### src/common/msb_pkg.sv
// constants and types of the multidrop scan bridge data registers
package msb_pkg;
  localparam int NUM_LP = 3;
  localparam int SLOT_W = 7;
  localparam int FIFO_W = 1;
  localparam int FIFO_DEPTH = 8;
  // level-2 opcodes
  localparam logic [7:0] OP_SOFT_PARK = 8'h88;
  localparam logic [7:0] OP_SIG_SEL = 8'hc9;
  localparam logic [7:0] OP_SIG_ON = 8'h0c;
  localparam logic [7:0] OP_SIG_OFF = 8'h8d;
  localparam logic [7:0] OP_CNT_SEL = 8'hce;
  localparam logic [7:0] OP_CNT_ON = 8'h0f;
  localparam logic [7:0] OP_CNT_OFF = 8'h90;
  localparam logic [7:0] OP_DEF_BYP = 8'h07;
  localparam logic [7:0] OP_MODE_SEL = 8'h8e;
  localparam logic [7:0] OP_GRP_SEL = 8'h03;
  localparam logic [7:0] OP_BYPASS = 8'hff;
  localparam logic [7:0] OP_SAMPLE = 8'h81;
  localparam logic [7:0] OP_EXTEST = 8'h00;
  localparam logic [7:0] OP_IDCODE = 8'haa;
  localparam logic [7:0] OP_UNPARK = 8'he7;
  // addressing
  localparam logic [7:0] ADDR_INDIV_MAX = 8'h3a;
  localparam logic [7:0] ADDR_BCAST = 8'h3b;
  localparam logic [7:0] ADDR_GROUP_BASE = 8'h3c;
  localparam logic [1:0] IR_CAP_TAIL = 2'h1;
  localparam logic [7:0] IR_RESET = 8'h01;
  // reset values and the signature polynomial
  localparam logic [1:0] GROUP_RESET = 2'h0;
  localparam logic [7:0] MODE_RESET = 8'h01;
  localparam logic [15:0] SIG_RESET = 16'h0000;
  localparam logic [15:0] SIG_POLY = 16'h100b;
  localparam logic [31:0] CNT_RESET = 32'h00000000;
  localparam logic [31:0] ID_CODE = 32'h10000001; // arbitrary value
  // mode register bit positions
  localparam int MODE_STOP_BIT = 3;
  localparam int MODE_LOOP_BIT = 4;
  // local clock stop in parked reset state
  localparam logic [9:0] TLR_STOP_PULSES = 10'h200;
  typedef enum logic [15:0] {
    TAP_TLR = 16'h0001, TAP_RTI = 16'h0002, TAP_SEL_DR = 16'h0004, TAP_CAP_DR = 16'h0008,
    TAP_SH_DR = 16'h0010, TAP_EX1_DR = 16'h0020, TAP_PAU_DR = 16'h0040, TAP_EX2_DR = 16'h0080,
    TAP_UPD_DR = 16'h0100, TAP_SEL_IR = 16'h0200, TAP_CAP_IR = 16'h0400, TAP_SH_IR = 16'h0800,
    TAP_EX1_IR = 16'h1000, TAP_PAU_IR = 16'h2000, TAP_EX2_IR = 16'h4000, TAP_UPD_IR = 16'h8000
  } msb_tap_t;
  typedef enum logic [6:0] {
    DR_BYP = 7'h01, DR_BSR = 7'h02, DR_ID = 7'h04, DR_SIG = 7'h08,
    DR_CNT = 7'h10, DR_GRP = 7'h20, DR_MODE = 7'h40
  } msb_dr_t;
  typedef enum logic [2:0] {
    LP_TLR = 3'h1, LP_RTI = 3'h2, LP_ACT = 3'h4
  } msb_lp_t;
endpackage

### src/common/msb_stream_if.sv
// valid/ready stream between the bridge and its sample queue
`timescale 1ns/100ps
interface msb_stream_if #(parameter int W = 1);
  logic valid;
  logic ready;
  logic [W-1:0] data;
  modport src (output valid, output data, input ready);
  modport snk (input valid, input data, output ready);
endinterface

### src/hdl/msb_bridge.sv
// multidrop scan bridge: level-2 instructions, data registers and chain routing
`timescale 1ns/100ps
module msb_bridge (
  input wire logic clk_sys,
  input wire logic srst,
  input wire logic tckB,
  input wire logic tmsB,
  input wire logic tdiB,
  input wire logic [6:0] slotIn,
  input wire logic outEnN,
  input wire logic [2:0] tdoL,
  output logic tdoB,
  output logic tdoBOe,
  output logic [2:0] tckL,
  output logic [2:0] tmsL,
  output logic [2:0] tdiL
);
  localparam int NLP = msb_pkg::NUM_LP;

  function automatic msb_pkg::msb_tap_t tap_next(input msb_pkg::msb_tap_t s, input logic m);
    case (s)
      msb_pkg::TAP_TLR: tap_next = m ? msb_pkg::TAP_TLR : msb_pkg::TAP_RTI;
      msb_pkg::TAP_RTI: tap_next = m ? msb_pkg::TAP_SEL_DR : msb_pkg::TAP_RTI;
      msb_pkg::TAP_SEL_DR: tap_next = m ? msb_pkg::TAP_SEL_IR : msb_pkg::TAP_CAP_DR;
      msb_pkg::TAP_CAP_DR: tap_next = m ? msb_pkg::TAP_EX1_DR : msb_pkg::TAP_SH_DR;
      msb_pkg::TAP_SH_DR: tap_next = m ? msb_pkg::TAP_EX1_DR : msb_pkg::TAP_SH_DR;
      msb_pkg::TAP_EX1_DR: tap_next = m ? msb_pkg::TAP_UPD_DR : msb_pkg::TAP_PAU_DR;
      msb_pkg::TAP_PAU_DR: tap_next = m ? msb_pkg::TAP_EX2_DR : msb_pkg::TAP_PAU_DR;
      msb_pkg::TAP_EX2_DR: tap_next = m ? msb_pkg::TAP_UPD_DR : msb_pkg::TAP_SH_DR;
      msb_pkg::TAP_UPD_DR: tap_next = m ? msb_pkg::TAP_SEL_DR : msb_pkg::TAP_RTI;
      msb_pkg::TAP_SEL_IR: tap_next = m ? msb_pkg::TAP_TLR : msb_pkg::TAP_CAP_IR;
      msb_pkg::TAP_CAP_IR: tap_next = m ? msb_pkg::TAP_EX1_IR : msb_pkg::TAP_SH_IR;
      msb_pkg::TAP_SH_IR: tap_next = m ? msb_pkg::TAP_EX1_IR : msb_pkg::TAP_SH_IR;
      msb_pkg::TAP_EX1_IR: tap_next = m ? msb_pkg::TAP_UPD_IR : msb_pkg::TAP_PAU_IR;
      msb_pkg::TAP_PAU_IR: tap_next = m ? msb_pkg::TAP_EX2_IR : msb_pkg::TAP_PAU_IR;
      msb_pkg::TAP_EX2_IR: tap_next = m ? msb_pkg::TAP_UPD_IR : msb_pkg::TAP_SH_IR;
      msb_pkg::TAP_UPD_IR: tap_next = m ? msb_pkg::TAP_SEL_DR : msb_pkg::TAP_RTI;
      default: tap_next = msb_pkg::TAP_TLR;
    endcase
  endfunction

  // pin synchronisers
  logic [13:0] pinRaw;
  logic [13:0] pinSync;
  logic tckS;
  logic tmsS;
  logic tdiS;
  logic oeS;
  logic [6:0] slotS;
  logic [2:0] tdoS;
  assign pinRaw = {tdoL, outEnN, slotIn, tdiB, tmsB, tckB};
  msb_sync #(.W(14)) u_sync (
    .clk_sys(clk_sys),
    .srst(srst),
    .pinIn(pinRaw),
    .pinOut(pinSync)
  );
  assign {tdoS, oeS, slotS, tdiS, tmsS, tckS} = pinSync;

  // sample queue between chain tap and compactor
  msb_stream_if #(.W(msb_pkg::FIFO_W)) qIn ();
  msb_stream_if #(.W(msb_pkg::FIFO_W)) qOut ();
  msb_fifo #(.W(msb_pkg::FIFO_W), .DEPTH(msb_pkg::FIFO_DEPTH)) u_fifo (
    .clk_sys(clk_sys),
    .srst(srst),
    .inPort(qIn.snk),
    .outPort(qOut.src)
  );

  // backplane clock edges; a rise waits while the queue is full
  logic tckPrev_reg;
  logic tckDly_reg;
  logic pendRise_reg;
  logic rawRise;
  logic rise;
  logic fall;
  assign rawRise = tckS & ~tckPrev_reg;
  assign fall = ~tckS & tckPrev_reg;
  assign rise = (rawRise | pendRise_reg) & qIn.ready;
  always_ff @(posedge clk_sys) begin
    if (srst) begin
      tckPrev_reg <= 1'b0;
      tckDly_reg <= 1'b0;
      pendRise_reg <= 1'b0;
    end else begin
      tckPrev_reg <= tckS;
      tckDly_reg <= tckPrev_reg;
      pendRise_reg <= (rawRise | pendRise_reg) & ~qIn.ready;
    end
  end

  // tap state tracking
  msb_pkg::msb_tap_t tap_reg;
  always_ff @(posedge clk_sys) begin
    if (srst) begin
      tap_reg <= msb_pkg::TAP_TLR;
    end else if (rise) begin
      tap_reg <= tap_next(tap_reg, tmsS);
    end
  end

  logic clr;
  logic capIr;
  logic shIr;
  logic updIr;
  logic capDr;
  logic shDr;
  logic updDr;
  logic drBusy;
  logic shifting;
  assign clr = srst | (tap_reg == msb_pkg::TAP_TLR);
  assign capIr = rise & (tap_reg == msb_pkg::TAP_CAP_IR);
  assign shIr = rise & (tap_reg == msb_pkg::TAP_SH_IR);
  assign updIr = fall & (tap_reg == msb_pkg::TAP_UPD_IR);
  assign capDr = rise & (tap_reg == msb_pkg::TAP_CAP_DR);
  assign shDr = rise & (tap_reg == msb_pkg::TAP_SH_DR);
  assign updDr = fall & (tap_reg == msb_pkg::TAP_UPD_DR);
  assign shifting = (tap_reg == msb_pkg::TAP_SH_DR) || (tap_reg == msb_pkg::TAP_SH_IR);
  assign drBusy = tap_reg inside {msb_pkg::TAP_CAP_DR, msb_pkg::TAP_SH_DR, msb_pkg::TAP_EX1_DR,
    msb_pkg::TAP_PAU_DR, msb_pkg::TAP_EX2_DR, msb_pkg::TAP_UPD_DR};

  // instruction register and addressing
  logic [7:0] ir_reg;
  logic [7:0] instr_reg;
  logic selected_reg;
  logic [1:0] group_reg;
  logic addrHit;
  logic lvl2Upd;
  assign addrHit = (ir_reg <= msb_pkg::ADDR_INDIV_MAX && ir_reg == {1'b0, slotS})
    || (ir_reg == msb_pkg::ADDR_BCAST)
    || (ir_reg == msb_pkg::ADDR_GROUP_BASE + {6'h00, group_reg});
  assign lvl2Upd = updIr & selected_reg;
  always_ff @(posedge clk_sys) begin
    if (clr) begin
      ir_reg <= msb_pkg::IR_RESET;
    end else if (capIr) begin
      ir_reg <= {slotS[5:0], msb_pkg::IR_CAP_TAIL};
    end else if (shIr) begin
      ir_reg <= {tdiS, ir_reg[7:1]};
    end
  end
  always_ff @(posedge clk_sys) begin
    if (clr) begin
      selected_reg <= 1'b0;
      instr_reg <= msb_pkg::OP_IDCODE;
    end else if (updIr) begin
      if (!selected_reg) begin
        selected_reg <= addrHit;
      end else begin
        instr_reg <= ir_reg;
      end
    end
  end

  // level-2 control flags
  logic defBypass_reg;
  logic sigOn_reg;
  logic cntOn_reg;
  always_ff @(posedge clk_sys) begin
    if (clr) begin
      defBypass_reg <= 1'b0;
      sigOn_reg <= 1'b0;
      cntOn_reg <= 1'b0;
    end else if (lvl2Upd) begin
      case (ir_reg)
        msb_pkg::OP_SIG_ON: sigOn_reg <= 1'b1;
        msb_pkg::OP_SIG_OFF: sigOn_reg <= 1'b0;
        msb_pkg::OP_CNT_ON: cntOn_reg <= 1'b1;
        msb_pkg::OP_CNT_OFF: cntOn_reg <= 1'b0;
        msb_pkg::OP_DEF_BYP: defBypass_reg <= 1'b1;
        default: ;
      endcase
    end
  end

  // data register selection
  msb_pkg::msb_dr_t drSel;
  always_comb begin
    case (instr_reg)
      msb_pkg::OP_BYPASS: drSel = msb_pkg::DR_BYP;
      msb_pkg::OP_SAMPLE, msb_pkg::OP_EXTEST: drSel = msb_pkg::DR_BSR;
      msb_pkg::OP_IDCODE: drSel = msb_pkg::DR_ID;
      msb_pkg::OP_SIG_SEL: drSel = msb_pkg::DR_SIG;
      msb_pkg::OP_CNT_SEL: drSel = msb_pkg::DR_CNT;
      msb_pkg::OP_GRP_SEL: drSel = msb_pkg::DR_GRP;
      msb_pkg::OP_MODE_SEL: drSel = msb_pkg::DR_MODE;
      default: drSel = defBypass_reg ? msb_pkg::DR_BYP : msb_pkg::DR_ID;
    endcase
    if (!selected_reg) begin
      drSel = msb_pkg::DR_BYP;
    end
  end

  // bypass, boundary and identification registers
  logic bypass_reg;
  logic [7:0] bsr_reg;
  logic [31:0] id_reg;
  always_ff @(posedge clk_sys) begin
    if (clr) begin
      bypass_reg <= 1'b0;
    end else if (capDr && drSel == msb_pkg::DR_BYP) begin
      bypass_reg <= 1'b0;
    end else if (shDr && drSel == msb_pkg::DR_BYP) begin
      bypass_reg <= tdiS;
    end
  end
  always_ff @(posedge clk_sys) begin
    if (clr) begin
      bsr_reg <= 8'h00;
    end else if (capDr && drSel == msb_pkg::DR_BSR) begin
      bsr_reg <= {oeS, slotS};
    end else if (shDr && drSel == msb_pkg::DR_BSR) begin
      bsr_reg <= {tdiS, bsr_reg[7:1]};
    end
  end
  always_ff @(posedge clk_sys) begin
    if (clr) begin
      id_reg <= msb_pkg::ID_CODE;
    end else if (capDr && drSel == msb_pkg::DR_ID) begin
      id_reg <= msb_pkg::ID_CODE;
    end else if (shDr && drSel == msb_pkg::DR_ID) begin
      id_reg <= {tdiS, id_reg[31:1]};
    end
  end

  // group register
  logic [1:0] grpSh_reg;
  always_ff @(posedge clk_sys) begin
    if (clr) begin
      grpSh_reg <= msb_pkg::GROUP_RESET;
      group_reg <= msb_pkg::GROUP_RESET;
    end else if (capDr && drSel == msb_pkg::DR_GRP) begin
      grpSh_reg <= group_reg;
    end else if (shDr && drSel == msb_pkg::DR_GRP) begin
      grpSh_reg <= {tdiS, grpSh_reg[1]};
    end else if (updDr && drSel == msb_pkg::DR_GRP) begin
      group_reg <= grpSh_reg;
    end
  end

  // countdown counter and its status
  logic [31:0] cnt_reg;
  logic cntHold;
  logic cntZero;
  logic cntDone_reg;
  assign cntHold = (drSel == msb_pkg::DR_CNT) & drBusy;
  assign cntZero = (cnt_reg == msb_pkg::CNT_RESET);
  always_ff @(posedge clk_sys) begin
    if (clr) begin
      cnt_reg <= msb_pkg::CNT_RESET;
    end else if (shDr && drSel == msb_pkg::DR_CNT) begin
      cnt_reg <= {tdiS, cnt_reg[31:1]};
    end else if (rise && cntOn_reg && !cntZero && !cntHold) begin
      cnt_reg <= cnt_reg - 32'h00000001;
    end
  end
  always_ff @(posedge clk_sys) begin
    if (clr) begin
      cntDone_reg <= 1'b0;
    end else if (cntOn_reg && cntZero && !cntHold) begin
      cntDone_reg <= 1'b1;
    end else if (!cntOn_reg || (updDr && drSel == msb_pkg::DR_CNT)) begin
      cntDone_reg <= 1'b0;
    end
  end

  // mode register 0
  logic [6:0] modeCfg_reg;
  logic [7:0] modeSh_reg;
  always_ff @(posedge clk_sys) begin
    if (clr) begin
      modeCfg_reg <= msb_pkg::MODE_RESET[6:0];
      modeSh_reg <= msb_pkg::MODE_RESET;
    end else if (capDr && drSel == msb_pkg::DR_MODE) begin
      modeSh_reg <= {cntDone_reg, modeCfg_reg};
    end else if (shDr && drSel == msb_pkg::DR_MODE) begin
      modeSh_reg <= {tdiS, modeSh_reg[7:1]};
    end else if (updDr && drSel == msb_pkg::DR_MODE) begin
      modeCfg_reg <= modeSh_reg[6:0];
    end
  end

  // signature compactor fed through the sample queue
  logic [15:0] sig_reg;
  logic sigFb;
  assign qIn.valid = (rawRise | pendRise_reg) & (tap_reg == msb_pkg::TAP_SH_DR)
    & sigOn_reg & selected_reg;
  assign qOut.ready = ~((drSel == msb_pkg::DR_SIG) & drBusy);
  assign sigFb = sig_reg[15] ^ qOut.data[0];
  always_ff @(posedge clk_sys) begin
    if (clr) begin
      sig_reg <= msb_pkg::SIG_RESET;
    end else if (shDr && drSel == msb_pkg::DR_SIG) begin
      sig_reg <= {tdiS, sig_reg[15:1]};
    end else if (qOut.valid && qOut.ready) begin
      sig_reg <= {sig_reg[14:0], 1'b0} ^ ({16{sigFb}} & msb_pkg::SIG_POLY);
    end
  end

  // chain routing through the local port network
  logic regOut;
  logic chainOut;
  logic [NLP-1:0] inChain;
  logic [NLP-1:0] srcL;
  logic [NLP-1:0] pad_reg;
  msb_pkg::msb_lp_t lpState_reg [NLP];
  always_comb begin
    case (drSel)
      msb_pkg::DR_BSR: regOut = bsr_reg[0];
      msb_pkg::DR_ID: regOut = id_reg[0];
      msb_pkg::DR_SIG: regOut = sig_reg[0];
      msb_pkg::DR_CNT: regOut = cnt_reg[0];
      msb_pkg::DR_GRP: regOut = grpSh_reg[0];
      msb_pkg::DR_MODE: regOut = modeSh_reg[0];
      default: regOut = bypass_reg;
    endcase
    if (tap_reg == msb_pkg::TAP_SH_IR) begin
      regOut = ir_reg[0];
    end
  end
  always_comb begin
    chainOut = regOut;
    for (int i = 0; i < NLP; i++) begin
      inChain[i] = (lpState_reg[i] == msb_pkg::LP_ACT) && modeCfg_reg[i]
        && !modeCfg_reg[msb_pkg::MODE_LOOP_BIT];
      srcL[i] = chainOut;
      if (inChain[i]) begin
        chainOut = pad_reg[i];
      end
    end
  end
  always_ff @(posedge clk_sys) begin
    if (srst) begin
      pad_reg <= '0;
    end else if (rise) begin
      pad_reg <= tdoS;
    end
  end
  // chain output bit seen by the compactor at each shift rise
  assign qIn.data = chainOut;

  // local port controllers
  logic unparkPend_reg;
  always_ff @(posedge clk_sys) begin
    if (clr || (lvl2Upd && ir_reg == msb_pkg::OP_SOFT_PARK)) begin
      unparkPend_reg <= 1'b0;
    end else if (lvl2Upd && ir_reg == msb_pkg::OP_UNPARK) begin
      unparkPend_reg <= 1'b1;
    end else if (rise && tap_reg == msb_pkg::TAP_RTI) begin
      unparkPend_reg <= 1'b0;
    end
  end
  always_ff @(posedge clk_sys) begin
    for (int i = 0; i < NLP; i++) begin
      if (clr || (lvl2Upd && ir_reg == msb_pkg::OP_SOFT_PARK)) begin
        lpState_reg[i] <= msb_pkg::LP_TLR;
      end else if (lvl2Upd && ir_reg == msb_pkg::OP_UNPARK
        && lpState_reg[i] == msb_pkg::LP_TLR) begin
        lpState_reg[i] <= msb_pkg::LP_RTI;
      end else if (unparkPend_reg && rise && tap_reg == msb_pkg::TAP_RTI) begin
        lpState_reg[i] <= msb_pkg::LP_ACT;
      end
    end
  end

  // local clock gating
  logic [9:0] tlrPulses_reg [NLP];
  logic [NLP-1:0] gate;
  always_ff @(posedge clk_sys) begin
    for (int i = 0; i < NLP; i++) begin
      if (srst || lpState_reg[i] != msb_pkg::LP_TLR) begin
        tlrPulses_reg[i] <= 10'h000;
      end else if (rise && tlrPulses_reg[i] != msb_pkg::TLR_STOP_PULSES) begin
        tlrPulses_reg[i] <= tlrPulses_reg[i] + 10'h001;
      end
    end
  end
  always_comb begin
    for (int i = 0; i < NLP; i++) begin
      gate[i] = 1'b0;
      if (lpState_reg[i] == msb_pkg::LP_TLR) begin
        gate[i] = (tlrPulses_reg[i] == msb_pkg::TLR_STOP_PULSES);
      end else if (lpState_reg[i] != msb_pkg::LP_ACT) begin
        gate[i] = cntOn_reg ? cntZero : modeCfg_reg[msb_pkg::MODE_STOP_BIT];
      end
    end
  end

  // local port pins
  always_ff @(posedge clk_sys) begin
    for (int i = 0; i < NLP; i++) begin
      if (srst) begin
        tckL[i] <= 1'b0;
        tmsL[i] <= 1'b1;
        tdiL[i] <= 1'b0;
      end else begin
        tckL[i] <= tckDly_reg & ~gate[i];
        if (rise || lpState_reg[i] != msb_pkg::LP_ACT) begin
          case (lpState_reg[i])
            msb_pkg::LP_TLR: tmsL[i] <= 1'b1;
            msb_pkg::LP_RTI: tmsL[i] <= 1'b0;
            msb_pkg::LP_ACT: tmsL[i] <= tmsS;
            default: tmsL[i] <= 1'b1;
          endcase
        end
        if (fall) begin
          tdiL[i] <= srcL[i];
        end
      end
    end
  end

  // backplane data output
  always_ff @(posedge clk_sys) begin
    if (srst) begin
      tdoB <= 1'b0;
      tdoBOe <= 1'b0;
    end else if (fall) begin
      tdoB <= chainOut;
      tdoBOe <= selected_reg & shifting;
    end
  end
endmodule

### src/hdl/msb_fifo.sv
// sample queue with valid and ready on both sides
`timescale 1ns/100ps
module msb_fifo #(parameter int W = 1, parameter int DEPTH = 8) (
  input wire logic clk_sys,
  input wire logic srst,
  msb_stream_if.snk inPort,
  msb_stream_if.src outPort
);
  localparam int AW = $clog2(DEPTH);
  logic [W-1:0] mem [DEPTH];
  logic [AW-1:0] wrPtr_reg;
  logic [AW-1:0] rdPtr_reg;
  logic [AW:0] count_reg;
  logic push;
  logic pop;
  assign inPort.ready = (count_reg != (AW+1)'(DEPTH));
  assign outPort.valid = (count_reg != '0);
  assign outPort.data = mem[rdPtr_reg];
  assign push = inPort.valid & inPort.ready;
  assign pop = outPort.valid & outPort.ready;
  always_ff @(posedge clk_sys) begin
    if (push) begin
      mem[wrPtr_reg] <= inPort.data;
    end
  end
  always_ff @(posedge clk_sys) begin
    if (srst) begin
      wrPtr_reg <= '0;
      rdPtr_reg <= '0;
      count_reg <= '0;
    end else begin
      if (push) begin
        wrPtr_reg <= wrPtr_reg + AW'(1);
      end
      if (pop) begin
        rdPtr_reg <= rdPtr_reg + AW'(1);
      end
      if (push && !pop) begin
        count_reg <= count_reg + (AW+1)'(1);
      end else if (pop && !push) begin
        count_reg <= count_reg - (AW+1)'(1);
      end
    end
  end
endmodule

### src/hdl/msb_sync.sv
// two flip-flop synchroniser for pin inputs
`timescale 1ns/100ps
module msb_sync #(parameter int W = 1) (
  input wire logic clk_sys,
  input wire logic srst,
  input wire logic [W-1:0] pinIn,
  output logic [W-1:0] pinOut
);
  logic [W-1:0] meta_reg;
  always_ff @(posedge clk_sys) begin
    if (srst) begin
      meta_reg <= '0;
      pinOut <= '0;
    end else begin
      meta_reg <= pinIn;
      pinOut <= meta_reg;
    end
  end
endmodule

### config.mk
export PLATFORM = sky130hd
export DESIGN_NAME = msb_bridge
export DESIGN_NICKNAME = d
export VERILOG_FILES = /design/src/common/msb_pkg.sv /design/src/common/msb_stream_if.sv /design/src/hdl/msb_bridge.sv /design/src/hdl/msb_fifo.sv /design/src/hdl/msb_sync.sv
export SDC_FILE = /design/constraint.sdc
export NUM_CORES = 1
export LEC_CHECK = 0
export ABC_AREA = 1
export BUFFER_PORTS_ARGS = -buffer_cell sky130_fd_sc_hd__buf_2
export CORE_MARGIN = 1
export CORE_UTILIZATION = 50
export DETAILED_ROUTE_END_ITERATION = 16
export HOLD_SLACK_MARGIN = 0.08
export PLACE_DENSITY = 0.74
export SLEW_MARGIN = 20
export SYNTH_ARGS = -nofsm -noshare
export SYNTH_HDL_FRONTEND = slang
export SYNTH_SLANG_ARGS = --single-unit
### constraint.sdc
create_clock -name clk_sys -period 3.16 [get_ports clk_sys]
set_clock_uncertainty 0.05 [all_clocks]
set_input_delay 0.474 -clock clk_sys [delete_from_list [all_inputs] [get_ports clk_sys]]
set_output_delay 0.474 -clock clk_sys [all_outputs]
set_load 0.01 [all_outputs]
# Word level (Yosys, flattened, before mapping)
# Memories as Yosys holds them, arrays and structs flattened. A register that Yosys moved wholly into a read port is not among the register bits.
# Index checks and enable logic that the tools add are counted.
[word_totals] regBits=201 latchBits=0 ramBits=47 mem_bits_ro=0 inputBits=16 output_inout_bits=11 elab_cells=343 memories=3
[mem_list] name="tlrPulses_reg" words=3 width=10 rd=3 rd_ports_with_merged_regs=0 write_ports=3 line="msb_bridge.sv:367" rtl="logic [9:0] tlrPulses_reg [NLP];"
[mem_list] name="lpState_reg" words=3 width=3 rd=3 rd_ports_with_merged_regs=0 write_ports=3 line="msb_bridge.sv:306" rtl="msb_pkg::msb_lp_t lpState_reg [NLP];"
[mem_list] name="u_fifo.mem" words=8 width=1 rd=1 rd_ports_with_merged_regs=1 write_ports=1 line="msb_fifo.sv:10" rtl="logic [W-1:0] mem [DEPTH];"
[op_classes] add_sub_neg=9 n_mul=0 div=0 order_cmp=1 eq_ne=62 shift=0 n_mux=101 bitwise_logic=46 reduce_logical=86
[op_table] operator="$pmux 16 s12" n=1
[op_table] operator="$eq 8x8->1 const B" n=10
[op_table] operator="$mux 16" n=4
[op_table] operator="$mux 32" n=2
[op_table] operator="$mux 8" n=7
[op_table] operator="$mux 1" n=54
[op_table] operator="$pmux 7 s7" n=1
[op_table] operator="$logic_and 1x1->1" n=41
[op_table] operator="$mux 10" n=4
[op_table] operator="$logic_not 32->1" n=1
[op_table] operator="$sub 32x1->32 const B" n=1
[op_table] operator="$add 10x1->10 const B" n=3
[op_table] operator="$eq 10x10->1 const B" n=3
[op_table] operator="$mux 3" n=10
[op_table] operator="$ne 10x10->1 const B" n=3
[op_table] operator="$and 1x1->1" n=22
[op_table] operator="$reduce_bool 2->1" n=11
[op_table] operator="$mux 9" n=2
[op_table] operator="$eq 16x1->1 const B" n=1
[op_table] operator="$eq 16x10->1 const B" n=1
[op_table] operator="$eq 16x11->1 const B" n=1
[op_table] operator="$eq 16x12->1 const B" n=1
[op_table] operator="$eq 16x13->1 const B" n=1
[op_table] operator="$eq 16x14->1 const B" n=1
[op_table] operator="other kinds (55)" n=119

# Longest topological paths before layout
# Gate-level depths: netlist (run 1).
[logic_depth] ltp_word=11 mapped_depth=19 depth_no_buf=19

# Cells and area by module
# From an unflattened synthesis (run 1), not the netlist that was laid out.
[hier_totals] cells_unflattened=1640 area_unflattened_um2=12474.5
[by_module_without_submodules] mod="msb_bridge" n_inst=1 cells_each=1429 area_per_inst_um2=10596.4 seq_area_each_um2=4424.2
[by_module_without_submodules] mod="msb_fifo" n_inst=1 cells_each=124 area_per_inst_um2=1071.0 seq_area_each_um2=500.5
[by_module_without_submodules] mod="msb_sync" n_inst=1 cells_each=87 area_per_inst_um2=807.0 seq_area_each_um2=560.5

# Worst setup path after synthesis (run 1)
# OpenSTA, ideal clock, no wires.
[synth_path] kind="reg2reg" start="reg tap_reg[10]" end="reg u_fifo.count_reg[3]" setup_time_ps=119 t_arrival_ps=2654 required_time_ps=2991 slack_ps=337 path_stages_with_launch=20 path_buffers=0 synth_period_minus_slack_ps=2823 cell_sequence="dfxtp_1 -> nor2_2 -> nand2_2 -> inv_2 -> nand2_4 -> nor3_2 -> nor2_2 -> nand4_4 -> a21boi_4 -> inv_2 -> ha_1 -> inv_1 -> ha_1 -> and3_1 -> a211oi_1 -> nor2_1 -> nor2_1 -> nand2_1 -> o21ai_0 -> a21oi_1"
[synth_via] elab_chain_cells=8 elab_cells_between_ends=20 cone_classes="eq/ne (6); mux (1); bitwise (7); reduce/logical (6)"
[synth_rtl] item="from (decl)" line="msb_bridge.sv:93" rtl="msb_pkg::msb_tap_t tap_reg;"
[synth_rtl] item="from (signal assigned)" line="msb_bridge.sv:96" rtl="tap_reg <= msb_pkg::TAP_TLR;"
[synth_rtl] item="from (signal assigned)" line="msb_bridge.sv:98" rtl="tap_reg <= tap_next(tap_reg, tmsS);"
[synth_rtl] item="$eq 16x4->1 (tied with other cells)" line="msb_bridge.sv:119" rtl="assign drBusy = tap_reg inside {msb_pkg::TAP_CAP_DR, msb_pkg::TAP_SH_DR, msb_pkg::TAP_EX1_DR,"
[synth_rtl] item="$reduce_bool 6->1 or $and 1x1->1 (tied branches)" line="msb_bridge.sv:119, msb_bridge.sv:286"
[synth_rtl] item="$and 1x1->1 (on tied branches)" line="msb_bridge.sv:288, msb_bridge.sv:287"
[synth_rtl] item="$not 1->1 or $and 1x1->1 (tied branches)" line="msb_bridge.sv:288, msb_bridge.sv:287"
[synth_rtl] item="$and 1x1->1 (on tied branches)" line="msb_fifo.sv:20, msb_fifo.sv:19"
[synth_rtl] item="$logic_not 1->1 (on tied branches)" line="msb_fifo.sv:38, msb_fifo.sv:40"
[synth_rtl] item="$logic_and 1x1->1 (on tied branches)" line="msb_fifo.sv:38, msb_fifo.sv:40"
[synth_rtl] item="$mux 4 or $reduce_bool 2->1 (tied branches)"
[synth_rtl] item="to (signal assigned)" line="msb_fifo.sv:39" rtl="count_reg <= count_reg + (AW+1)'(1);"
[synth_rtl] item="to (signal assigned)" line="msb_fifo.sv:41" rtl="count_reg <= count_reg - (AW+1)'(1);"
[synth_rtl] item="to (decl)" line="msb_fifo.sv:13" rtl="logic [AW:0] count_reg;"
# Parallel ways exist; a longest one is shown, timed or not.
# A chain may end at the register's enable or synchronous reset.

# Final worst setup path (run 1)
[layout_path] start="reg tap_reg[11]" end="reg u_fifo.count_reg[3]"
[layout_via] elab_chain_cells=8 elab_cells_between_ends=20 cone_classes="eq/ne (6); mux (1); bitwise (7); reduce/logical (6)"
[layout_rtl] item="$eq 16x5->1 *" line="msb_bridge.sv:286" rtl="assign qIn.valid = (rawRise | pendRise_reg) & (tap_reg == msb_pkg::TAP_SH_DR)"
[layout_rtl] item="$and 1x1->1 *" line="msb_bridge.sv:286"
[layout_rtl] item="$and 1x1->1 * (2 in a row)" line="msb_bridge.sv:287" rtl="& sigOn_reg & selected_reg;"
[layout_rtl] item="$and 1x1->1 *" line="msb_fifo.sv:19" rtl="assign push = inPort.valid & inPort.ready;"
[layout_rtl] item="named net u_fifo.push" line="msb_fifo.sv:14" rtl="logic push;"
[layout_rtl] item="$logic_not 1->1" line="msb_fifo.sv:40" rtl="end else if (pop && !push) begin"
[layout_rtl] item="$logic_and 1x1->1" line="msb_fifo.sv:40"
[layout_rtl] item="$reduce_bool 2->1 (no source line)"
# Mark *: on every way through the listed nets, which the timed path passes. The rest lies on a longest branch.

==> results of run 1 <==
==> repair_timing <==
action	in CTS	in global routing
setup endpoints to repair	0	1
hold buffers	6	0
hold endpoints to repair	6	0
buffers inserted	0	2
gates resized for setup	0	8
==> final cells by class <==
class,count,share of cell area
repair buffers,51,0.0244
clock inverters,19,0.0122
multi-input cells,1045,0.417
well taps,319,0.0292
inverters,217,0.0600
clock buffers,31,0.0560
flip-flops and latches,251,0.402
==> placed cells by master (no fill, tap or decap), drive strengths merged, types with 11 or more instances in the layout <==
| cell type | netlist | routed |
|---|---|---|
| clkbuf | 17 | 31 |
| nor2 | 274 | 274 |
| a21oi | 96 | 96 |
| nand4 | 26 | 26 |
| ha | 12 | 12 |
| o21ai | 89 | 89 |
| a211oi | 30 | 30 |
| a31oi | 34 | 34 |
| clkinv | 1 | 12 |
| nor3 | 50 | 50 |
| nand2 | 235 | 235 |
| buf | 35 | 45 |
| o211ai | 11 | 11 |
| xor2 | 32 | 32 |
| xnor2 | 14 | 14 |
| dfxtp | 205 | 205 |
| o22ai | 12 | 12 |
| edfxtp | 46 | 46 |
| nand3 | 71 | 71 |
| inv | 216 | 218 |
==> critical path, stage by stage, from the launching register on <==
cell and delay [ps]:
dfxtp_1 330, nor2_2 140, nand2_2 110, inv_4 100, nand2_4 80, nor2_4 150, nand4_4 120, nor2_4 140
nand3_2 100, inv_2 110, ha_4 150, inv_2 60, ha_1 260, and3_1 180, a211oi_2 220, nor2_1 60
nor2_1 90, nand2_1 70, o21ai_0 140, a21oi_1 50
==> per-stage QoR <==
step | hold WS (ps) | cell area, sq um | setup slack (ps) | total power, mW
2_1_floorplan | 338 | 12200 | 337 | 4.21
3_3_place_gp | 341 | 12600 | 182 | 4.40
3_5_place_dp | 344 | 12600 | 72.0 | 4.42
4_1_cts | 81.7 | 13600 | 39.3 | 7.65
5_1_grt | 91.4 | 13700 | 24.0 | 7.95
6_report | 92.9 | 13700 | 325 | 7.62
==> routing by layer <==
metal / vias to the layer above / routed length, microns
met5: - / 0
li1: 5251 / -
met1: 4730 / 11900
met2: 253 / 12200
met4: 0 / 616
met3: 46 / 1340
==> logic make-up after synthesis <==
| kind of cell | Yosys count | synth area share |
|---|---|---|
| and+or+nand+nor | 687 | 0.265 |
| AOI/OAI and AO/OA | 299 | 0.150 |
| buffers and inverters | 269 | 0.0894 |
| DFF | 251 | 0.449 |
| xor gates and xnor gates | 46 | 0.0330 |
| adders and majority gates | 13 | 0.0139 |
==> where the power goes <==
part | total (mW) | internal [mW] | switching [mW]
Combinational | 0.864 | 0.327 | 0.537
Sequential | 3.53 | 3.41 | 0.117
Clock | 3.22 | 1.91 | 1.32
==> worst min path at each step <==
stage | end | cells past startpoint
6_report | u_sync.meta_reg[8] | 3
5_1_grt | u_sync.meta_reg[0] | 3
4_1_cts | u_sync.meta_reg[11] | 3
3_5_place_dp | u_sync.pinOut[12] | 2
3_3_place_gp | u_sync.pinOut[9] | 2
2_1_floorplan | u_sync.pinOut[0] | 2
==> flow_metrics.py, run 1 <==
metrics = {
    "run_status": {
        "outcome": "complete, no violations",
    },
    "floorplan": {
        "initial_core_util": 0.515,
        "fp-row-count": 56,
        "fp.coreArea_sq_um": 23800,
        "die_x_microns": 158,
        "ios": 27,
        "die_h_microns": 158,
        "die-area_sq_um": 25100,
    },
    "cells_and_area": {
        "area_growth_pct": 11.7,
        "finalNetCount": 1622,
        "seq_area_sq_um": 5490,
        "fin_util": 0.575,
        "insertedDiodeCount": 0,
        "fillers": 2083,
        "final_cell_count_no_fill": 1933,
        "multi_input_area_sq_um": 5690,
        "layout-drive-gt1-share": 0.126,
    },
    "placed_design": {
        "dp_hpwl_mm": 18.3,
        "portBuffers": 26,
        "gp_congestion": 0.888,
        "placed_cells": 1875,
    },
    "clock_tree": {
        "cts-root-buf": "clkbuf_16",
        "cts_buffer_depth": 3,
        "clk_latency_ps": 540,
        "cts.htree.levels": 1,
        "clk_pin_slew_ps": 60,
        "cts_made_buffers": 27,
        "cts.sinks": 251,
        "tritoncts": "yes",
    },
    "timing": {
        "max_freq_mhz": 353,
        "rsz0062_at_grt": "no",
        "hold_viol_final": 0,
        "min_period_ps": 2830,
        "setup_viol": 0,
        "slew-limit-headroom": 0.480,
        "fin_crit_sh": 0.897,
        "tightest_slew_ps": 777,
        "slew_viol_final": 0,
        "final.setup.tns_ps": 0,
    },
    "critical_path": {
        "setup.worst_path.end": "u_fifo.count_reg[3]",
        "path_class": "flop to flop",
        "startpoint_type": "flop",
        "required_ps": 3530,
        "ff2ff_setup_slack_ps": 330,
        "crit_fanout": 5,
        "end_kind": "flop",
        "ff2ff_path_depth": 19,
        "crit_path_start": "tap_reg[11]",
        "r2r_end": "u_fifo.count_reg[3]",
        "crit_arrival_ps": 3200,
        "reg2reg_from": "tap_reg[11]",
    },
    "global_route": {
        "antenna_found_initial": 0,
        "busiest_layer": "met2",
        "gr-usage-met2": 0.357,
        "grt_max_degree": 52,
        "grt_pass1_wl_mm": 43.7,
        "grt_overflow_total": 0,
        "grt_pass1_vias": 9314,
        "met3_usage": 0.0280,
        "grt_use_total": 0.212,
        "grtUsageMet1": 0.281,
    },
    "route": {
        "first_iter_violations": 647,
        "vias": 10300,
        "drcViolationCount": 0,
        "vias_per_cell": 5.32,
        "antenna_left": 0,
        "wl_mm": 26.1,
        "wl_per_cell_microns": 13.5,
        "firstDrtPassIters": 5,
    },
    "pwr": {
        "p_leak_nw": 5.37,
        "powerDensity_nw_per_um2": 558,
        "vdd_ir_drop_max_uv": 614,
    },
    "synthesis": {
        "synthesis.instances": 1565,
        "synthFlopType": "dfxtp_1",
        "synth.area.top_cells": "dfxtp_1 (34%), edfxtp_1 (11%), nor2_1 (7.6%)",
        "synth_warnings": 0,
        "synth_cell_types": 63,
        "synth_top_area_share": 0.336,
        "synthTopCellsByCount": "nor2_1 (249), nand2_1 (218), dfxtp_1 (205), inv_1 (191), a21oi_1 (95)",
        "synth_area_sq_um": 12200,
        "synth_top_cell_by_area": "dfxtp_1",
        "synth_edf_count": 46,
        "seq_area_frac_synth": 0.449,
        "synth_nets": 1594,
        "avgSynthCellArea_sq_um": 7.81,
        "ys_ff_latch": 251,
        "synthMostInstantiatedCell": "nor2_1",
        "async_flop_share": 0,
    },
    "min_path": {
        "holdCritPathClass": "primary input to flop",
        "hold_path.startpoint": "slotIn[5]",
    },
    "flow_run": {
        "drv_cap": 0,
    },
}
Note: power is estimated with default switching activity, not from simulation.
==> run 2, diff against run 1 <==
ABC_AREA = unset   (was 1)
==> run 2 against run 1 <==
Against the previous run: worst setup slack worse by 220 ps; routed wire length up 2.3%; first-iteration DRC count up 14%; global-route usage up 0.76 points; final cell count down 10%; count of clock-buffer cells in the layout up 8; register-to-register slack worse by 220 ps; final area down 0.27%; critical path depth down 6; non-clock buffer count up 47; area after synthesis down 2.3%; critical endpoint unchanged.
==> flow_metrics.py, run 2 <==
metrics = {
    "synthesis": {
        "async_flop_share": 0,
        "synth_nets": 1379,
        "synthTopCellsByCount": "dfxtp_1 (205), nand2_1 (160), nor2_1 (151), a21oi_1 (115), clkbuf_1 (63)",
        "synthFlopType": "dfxtp_1",
        "seq_area_frac_synth": 0.459,
        "synth_edf_count": 46,
        "synth_cell_types": 86,
        "synthMostInstantiatedCell": "dfxtp_1",
        "ys_ff_latch": 251,
        "synth.area.top_cells": "dfxtp_1 (34%), edfxtp_1 (12%), nand2_1 (5.0%)",
        "synthesis.instances": 1350,
        "synth_top_cell_by_area": "dfxtp_1",
        "synth_warnings": 0,
        "synth_top_area_share": 0.344,
        "synth_area_sq_um": 11900,
        "avgSynthCellArea_sq_um": 8.84,
    },
    "clock_tree": {
        "cts_buffer_depth": 3,
        "cts_made_buffers": 26,
        "cts.sinks": 251,
        "clk_pin_slew_ps": 60,
        "cts-root-buf": "clkbuf_16",
        "clk_latency_ps": 540,
        "tritoncts": "yes",
        "cts.htree.levels": 1,
    },
    "cells_and_area": {
        "layout-drive-gt1-share": 0.126,
        "final_common_cell": "dfxtp_1",
        "area_growth_pct": 14.1,
        "fin_area_sq_um": 13600,
        "fillers": 2034,
        "final_cell_mix": "dfxtp_1 (201), nand2_1 (158), nor2_1 (147)",
        "fin_util": 0.580,
        "finalNetCount": 1425,
        "insertedDiodeCount": 0,
    },
    "global_route": {
        "grt_overflow_total": 0,
        "grt_max_degree": 64,
        "met3_usage": 0.0302,
        "grt_pass1_vias": 9133,
        "grt_use_total": 0.220,
        "busiest_layer": "met2",
        "gr-usage-met2": 0.354,
        "grtUsageMet1": 0.299,
        "grt_pass1_wl_mm": 44.2,
        "antenna_found_initial": 0,
    },
    "placed_design": {
        "gp_congestion": 0.917,
        "postPlaceCellArea_sq_um": 12600,
        "portBuffers": 26,
        "dp_hpwl_mm": 17.6,
    },
    "min_path": {
        "holdCritPathClass": "primary input to flop",
        "hold_path.startpoint": "tdoL[2]",
    },
    "critical_path": {
        "reg2reg_from": "tap_reg[3]",
        "path_class": "flop to flop",
        "end_kind": "flop",
        "crit_arrival_ps": 3470,
        "crit_path_start": "tap_reg[3]",
        "startpoint_type": "flop",
        "required_ps": 3580,
        "crit_fanout": 8,
    },
    "floorplan": {
        "die_h_microns": 157,
        "die_x_microns": 157,
        "die-area_sq_um": 24500,
        "fp-row-count": 56,
        "fp.coreArea_sq_um": 23500,
        "initial_core_util": 0.509,
        "ios": 27,
    },
    "route": {
        "vias_per_cell": 5.66,
        "firstDrtPassIters": 5,
        "drcViolationCount": 0,
        "antenna_left": 0,
        "first_iter_violations": 735,
        "vias": 9814,
        "wl_mm": 26.7,
        "wl_per_cell_microns": 15.4,
    },
    "timing": {
        "tightest_slew_ps": 736,
        "rsz0062_at_grt": "yes",
        "fin_crit_sh": 0.968,
        "min_period_ps": 3060,
        "hold_viol_final": 0,
        "slew-limit-headroom": 0.506,
        "setup_viol": 0,
        "slew_viol_final": 0,
        "max_freq_mhz": 327,
    },
    "pwr": {
        "vdd_ir_drop_max_uv": 549,
        "powerDensity_nw_per_um2": 531,
        "p_leak_nw": 4.89,
        "power_mw": 7.23,
    },
    "run_status": {
        "outcome": "complete, no violations",
    },
    "flow_run": {
        "drv_cap": 0,
    },
}
==> run 2: cell count changes after synthesis, sizes merged, moves of 16 or more <==
cell | previous run | this run
a21oi | 96 | 115
a31oi | 34 | 13
buf | 35 | 17
clkbuf | 17 | 63
inv | 216 | 25
mux2i | 0 | 42
nand2 | 235 | 161
nand3 | 71 | 55
nor2 | 274 | 151
nor2b | 0 | 43
nor3 | 50 | 25
nor4 | 10 | 28
o21ai | 89 | 48
or3 | 0 | 29
==> run 2: where the power goes <==
group	internal [mW]	leakage (nW)	switching, mW	total, mW
Clock	1.66	0.395	1.25	2.91
Combinational	0.346	2.35	0.453	0.799
Sequential	3.40	2.14	0.122	3.52
Total	5.40	4.89	1.83	7.23
==> run 2: kinds of logic after synthesis <==
group                    share of synthesized area
adder cells (fa/ha/maj)                     0.0143
multiplexers                                0.0399
buffers and inverters                       0.0358
flip-flops                                   0.459
AO/OA/AOI/OAI                                0.150
XOR/XNOR                                    0.0440
AND/OR/NAND/NOR                              0.256
==> run 2: layout make-up <==
cell class / instances / area [sq um] / area share
repair buffers: 98 / 703 / 0.0516
flip-flops and latches: 251 / 5490 / 0.403
multi-input cells: 994 / 6120 / 0.449
clock inverters: 7 / 55.1 / 0.00404
well taps: 319 / 399 / 0.0293
inverters: 25 / 93.8 / 0.00689
clock buffers: 39 / 759 / 0.0558
==> run 2: worst max-delay path, cell delays in order (launching register included) <==
cell and delay, ps:
dfxtp_2 370, nor4_4 370, a31oi_1 150, a221oi_2 330
o21ai_2 130, nand2_1 120, ha_1 190, inv_1 100
ha_1 280, a21o_1 190, a21oi_2 150, xnor2_1 90
or3_1 320, a21oi_1 150
==> run 2: final timing paths <==
kind	end	slack (ps)	cells after the start
setup reg to reg	u_fifo.count_reg[3]	100	13
setup / recovery	u_fifo.count_reg[3]	100	13
hold / removal	u_sync.meta_reg[13]	110	2
hold reg to reg	u_sync.pinOut[2]	380	1
==> run 2: layer usage <==
| metal | share of wire | vias to the layer above |
|---|---|---|
| li1 | - | 4922 |
| met1 | 0.46 | 4606 |
| met2 | 0.46 | 239 |
| met3 | 0.049 | 47 |
| met4 | 0.030 | 0 |
| met5 | 0 | - |
==> run 2: timing repair <==
item                                    4_1_cts  5_1_grt
hold endpoints to repair                     13        0
endpoints found under the setup margin        0       21
resized for setup                             0       16
hold buffers                                 13        0
setup buffers                                 0        3
==> run 2: per-stage QoR <==
| step | TNS, ps | setup WS (ps) | cells | hold WS, ps |
|---|---|---|---|---|
| floorplan | 0 | 1.27 | 1350 | 364 |
| global route | -41.3 | -41.3 | 1733 | 121 |
| CTS | 0 | 52.0 | 1730 | 103 |
| detailed placement | 0 | 73.1 | 1671 | 370 |
| global placement | 0 | 135 | 1671 | 367 |
| finish | 0 | 102 | 1733 | 113 |
==> run 3, diff against run 2 <==
ABC_CLOCK_PERIOD_IN_PS = 3160   (was unset)
PLACE_DENSITY = 0.66   (was 0.74)
SLEW_MARGIN = 5   (was 20)
==> run 3 against run 2 <==
Against the previous run: flip-flop and latch count did not move; register-to-register slack better by 40 ps; global-route usage increased by 0.077 points; highest routed layer unchanged; worst hold slack worse by 12 ps.
==> flow_metrics.py, run 3 (same netlist as run 2, synthesis figures left out) <==
metrics = {
    "critical_path": {
        "ff2ff_path_depth": 13,
        "cp_num_buf_inv": 2,
        "ff2ff_setup_slack_ps": 150,
        "crit_cells": 13,
        "crit_arrival_ps": 3430,
        "required_ps": 3570,
        "setup.worst_path.end": "u_fifo.count_reg[3]",
        "crit_path_start": "tap_reg[3]",
        "startpoint_type": "flop",
        "crit_chain": "nor4_4 > buf_4 > nand3_1 > nor2_2 > and4_1 > ha_2 > inv_1 > ha_1 > a21o_1 > a21oi_2 > xnor2_1 > or3_1 > a21oi_2",
        "cpMaxStageDelayCell": "nor4_4",
        "max_stage_delay_ps": 410,
        "critical-path-top-delay-family": "simple AND/OR/NAND/NOR gates",
        "crit_fanout": 8,
        "end_kind": "flop",
        "reg2reg_from": "tap_reg[3]",
        "path_class": "flop to flop",
        "crit_path_frequent_cell": "a21oi_2",
        "r2r_end": "u_fifo.count_reg[3]",
    },
    "clock_tree": {
        "cts-root-buf": "clkbuf_16",
        "clk_pin_slew_ps": 60,
        "cts_made_buffers": 27,
        "cts_buffer_depth": 3,
        "tritoncts": "yes",
        "cts.htree.levels": 1,
        "clk_latency_ps": 530,
        "hold_buffers": 0,
        "cts.sinks": 251,
    },
    "global_route": {
        "grt_use_total": 0.220,
        "grt_pass1_wl_mm": 44.5,
        "antenna_found_initial": 0,
        "grt_pass1_vias": 8955,
        "grt_max_degree": 65,
        "grt_overflow_total": 0,
    },
    "route": {
        "wl_mm": 27.0,
        "antenna_left": 0,
        "drcViolationCount": 0,
        "wl_met2_mm": 12.3,
        "firstDrtPassIters": 5,
        "wl_per_cell_microns": 15.6,
        "vias_per_cell": 5.69,
        "first_iter_violations": 628,
        "met1_length_mm": 12.5,
        "wl_met3_mm": 1.28,
        "topRoutingLayerUsed": "met4",
        "vias": 9838,
    },
    "timing": {
        "fin_crit_sh": 0.954,
        "setup_viol": 0,
        "rsz0062_at_grt": "yes",
        "tightest_slew_ps": 965,
        "slew_viol_final": 0,
        "final.setup.tns_ps": 0,
        "max_freq_mhz": 332,
        "slew-limit-headroom": 0.356,
        "hold_viol_final": 0,
        "min_period_ps": 3010,
    },
    "pwr": {
        "powerDensity_nw_per_um2": 558,
        "p_leak_nw": 4.93,
        "power_mw": 7.64,
        "vdd_ir_drop_max_uv": 466,
    },
    "flow_run": {
        "drv_cap": 0,
    },
    "cells_and_area": {
        "area_growth_pct": 14.6,
        "final_common_cell": "dfxtp_1",
        "fin_area_sq_um": 13700,
        "final_cell_count_no_fill": 1728,
        "final_cell_mix": "dfxtp_1 (202), nand2_1 (156), nor2_1 (147)",
        "fillers": 2047,
        "insertedDiodeCount": 0,
        "finalNetCount": 1418,
        "layout-drive-gt1-share": 0.138,
    },
    "floorplan": {
        "die-area_sq_um": 24500,
        "die_x_microns": 157,
        "fp.coreArea_sq_um": 23500,
        "ios": 27,
        "die_h_microns": 157,
        "fp-row-count": 56,
        "initial_core_util": 0.509,
    },
    "placed_design": {
        "portBuffers": 26,
        "dp_hpwl_mm": 18.1,
        "gp_congestion": 0.888,
        "postPlaceCellArea_sq_um": 12600,
        "placed_cells": 1672,
    },
    "min_path": {
        "holdCritPathClass": "primary input to flop",
        "whs_path_depth": 2,
    },
    "run_status": {
        "outcome": "complete, no violations",
    },
}
## run 3: cell count changes in the layout (fill, tap and decap cells not counted), moves of 2 or more
cell           previous run  this run
nand2_1                 158       156
clkbuf_16                26        29
clkinv_1                  0         2
dfxtp_2                   4         2
buf_4                    59        64
bufinv_16                 0         3
clkinv_2                  3         6
dlygate4sd3_1            13         0
clkbuf_1                  7         0
nand2_2                   2         4
## run 3: power by group
part           internal, mW  switching, mW
Clock                  2.02           1.32
Sequential             3.39          0.119
Combinational         0.340          0.447
## run 3: layout make-up
cell class | count | area (sq um) | area share
clock buffers | 34 | 795 | 0.0581
flip-flops and latches | 251 | 5490 | 0.401
clock inverters | 15 | 158 | 0.0115
repair buffers | 90 | 611 | 0.0446
well taps | 319 | 399 | 0.0292
inverters | 25 | 93.8 | 0.00686
multi-input cells | 994 | 6140 | 0.448
## run 3: how the worst min path moves through the flow
stage                   startpoint                  end  slack, ps
3_3_place_gp   u_sync.meta_reg[13]    u_sync.pinOut[13]        370
3_5_place_dp    u_sync.meta_reg[5]     u_sync.pinOut[5]        370
5_1_grt                    tdoL[1]  u_sync.meta_reg[12]        100
2_1_floorplan   u_sync.meta_reg[0]     u_sync.pinOut[0]        360
4_1_cts                  slotIn[3]   u_sync.meta_reg[6]         80
6_report                      tckB   u_sync.meta_reg[0]        100
## run 3: stage by stage
step           utilization  hold slack, ps  worst slack (ps)
5_1_grt              0.583            98.0             -34.3
4_1_cts              0.578            84.2              31.8
3_5_place_dp         0.537             372              59.9
6_report             0.583             101               146
2_1_floorplan            -             364              1.27
3_3_place_gp         0.537             367               168
## run 3: per-layer routing
metal | track usage | vias up
met5 | 0 | -
met4 | 0.0775 | 0
met3 | 0.0330 | 55
met2 | 0.357 | 211
met1 | 0.299 | 4651
li1 | - | 4921
## run 3: timing repair
item	4_1_cts	5_1_grt
setup buffers	0	7
setup endpoints to repair	0	15
gates resized for setup	0	20
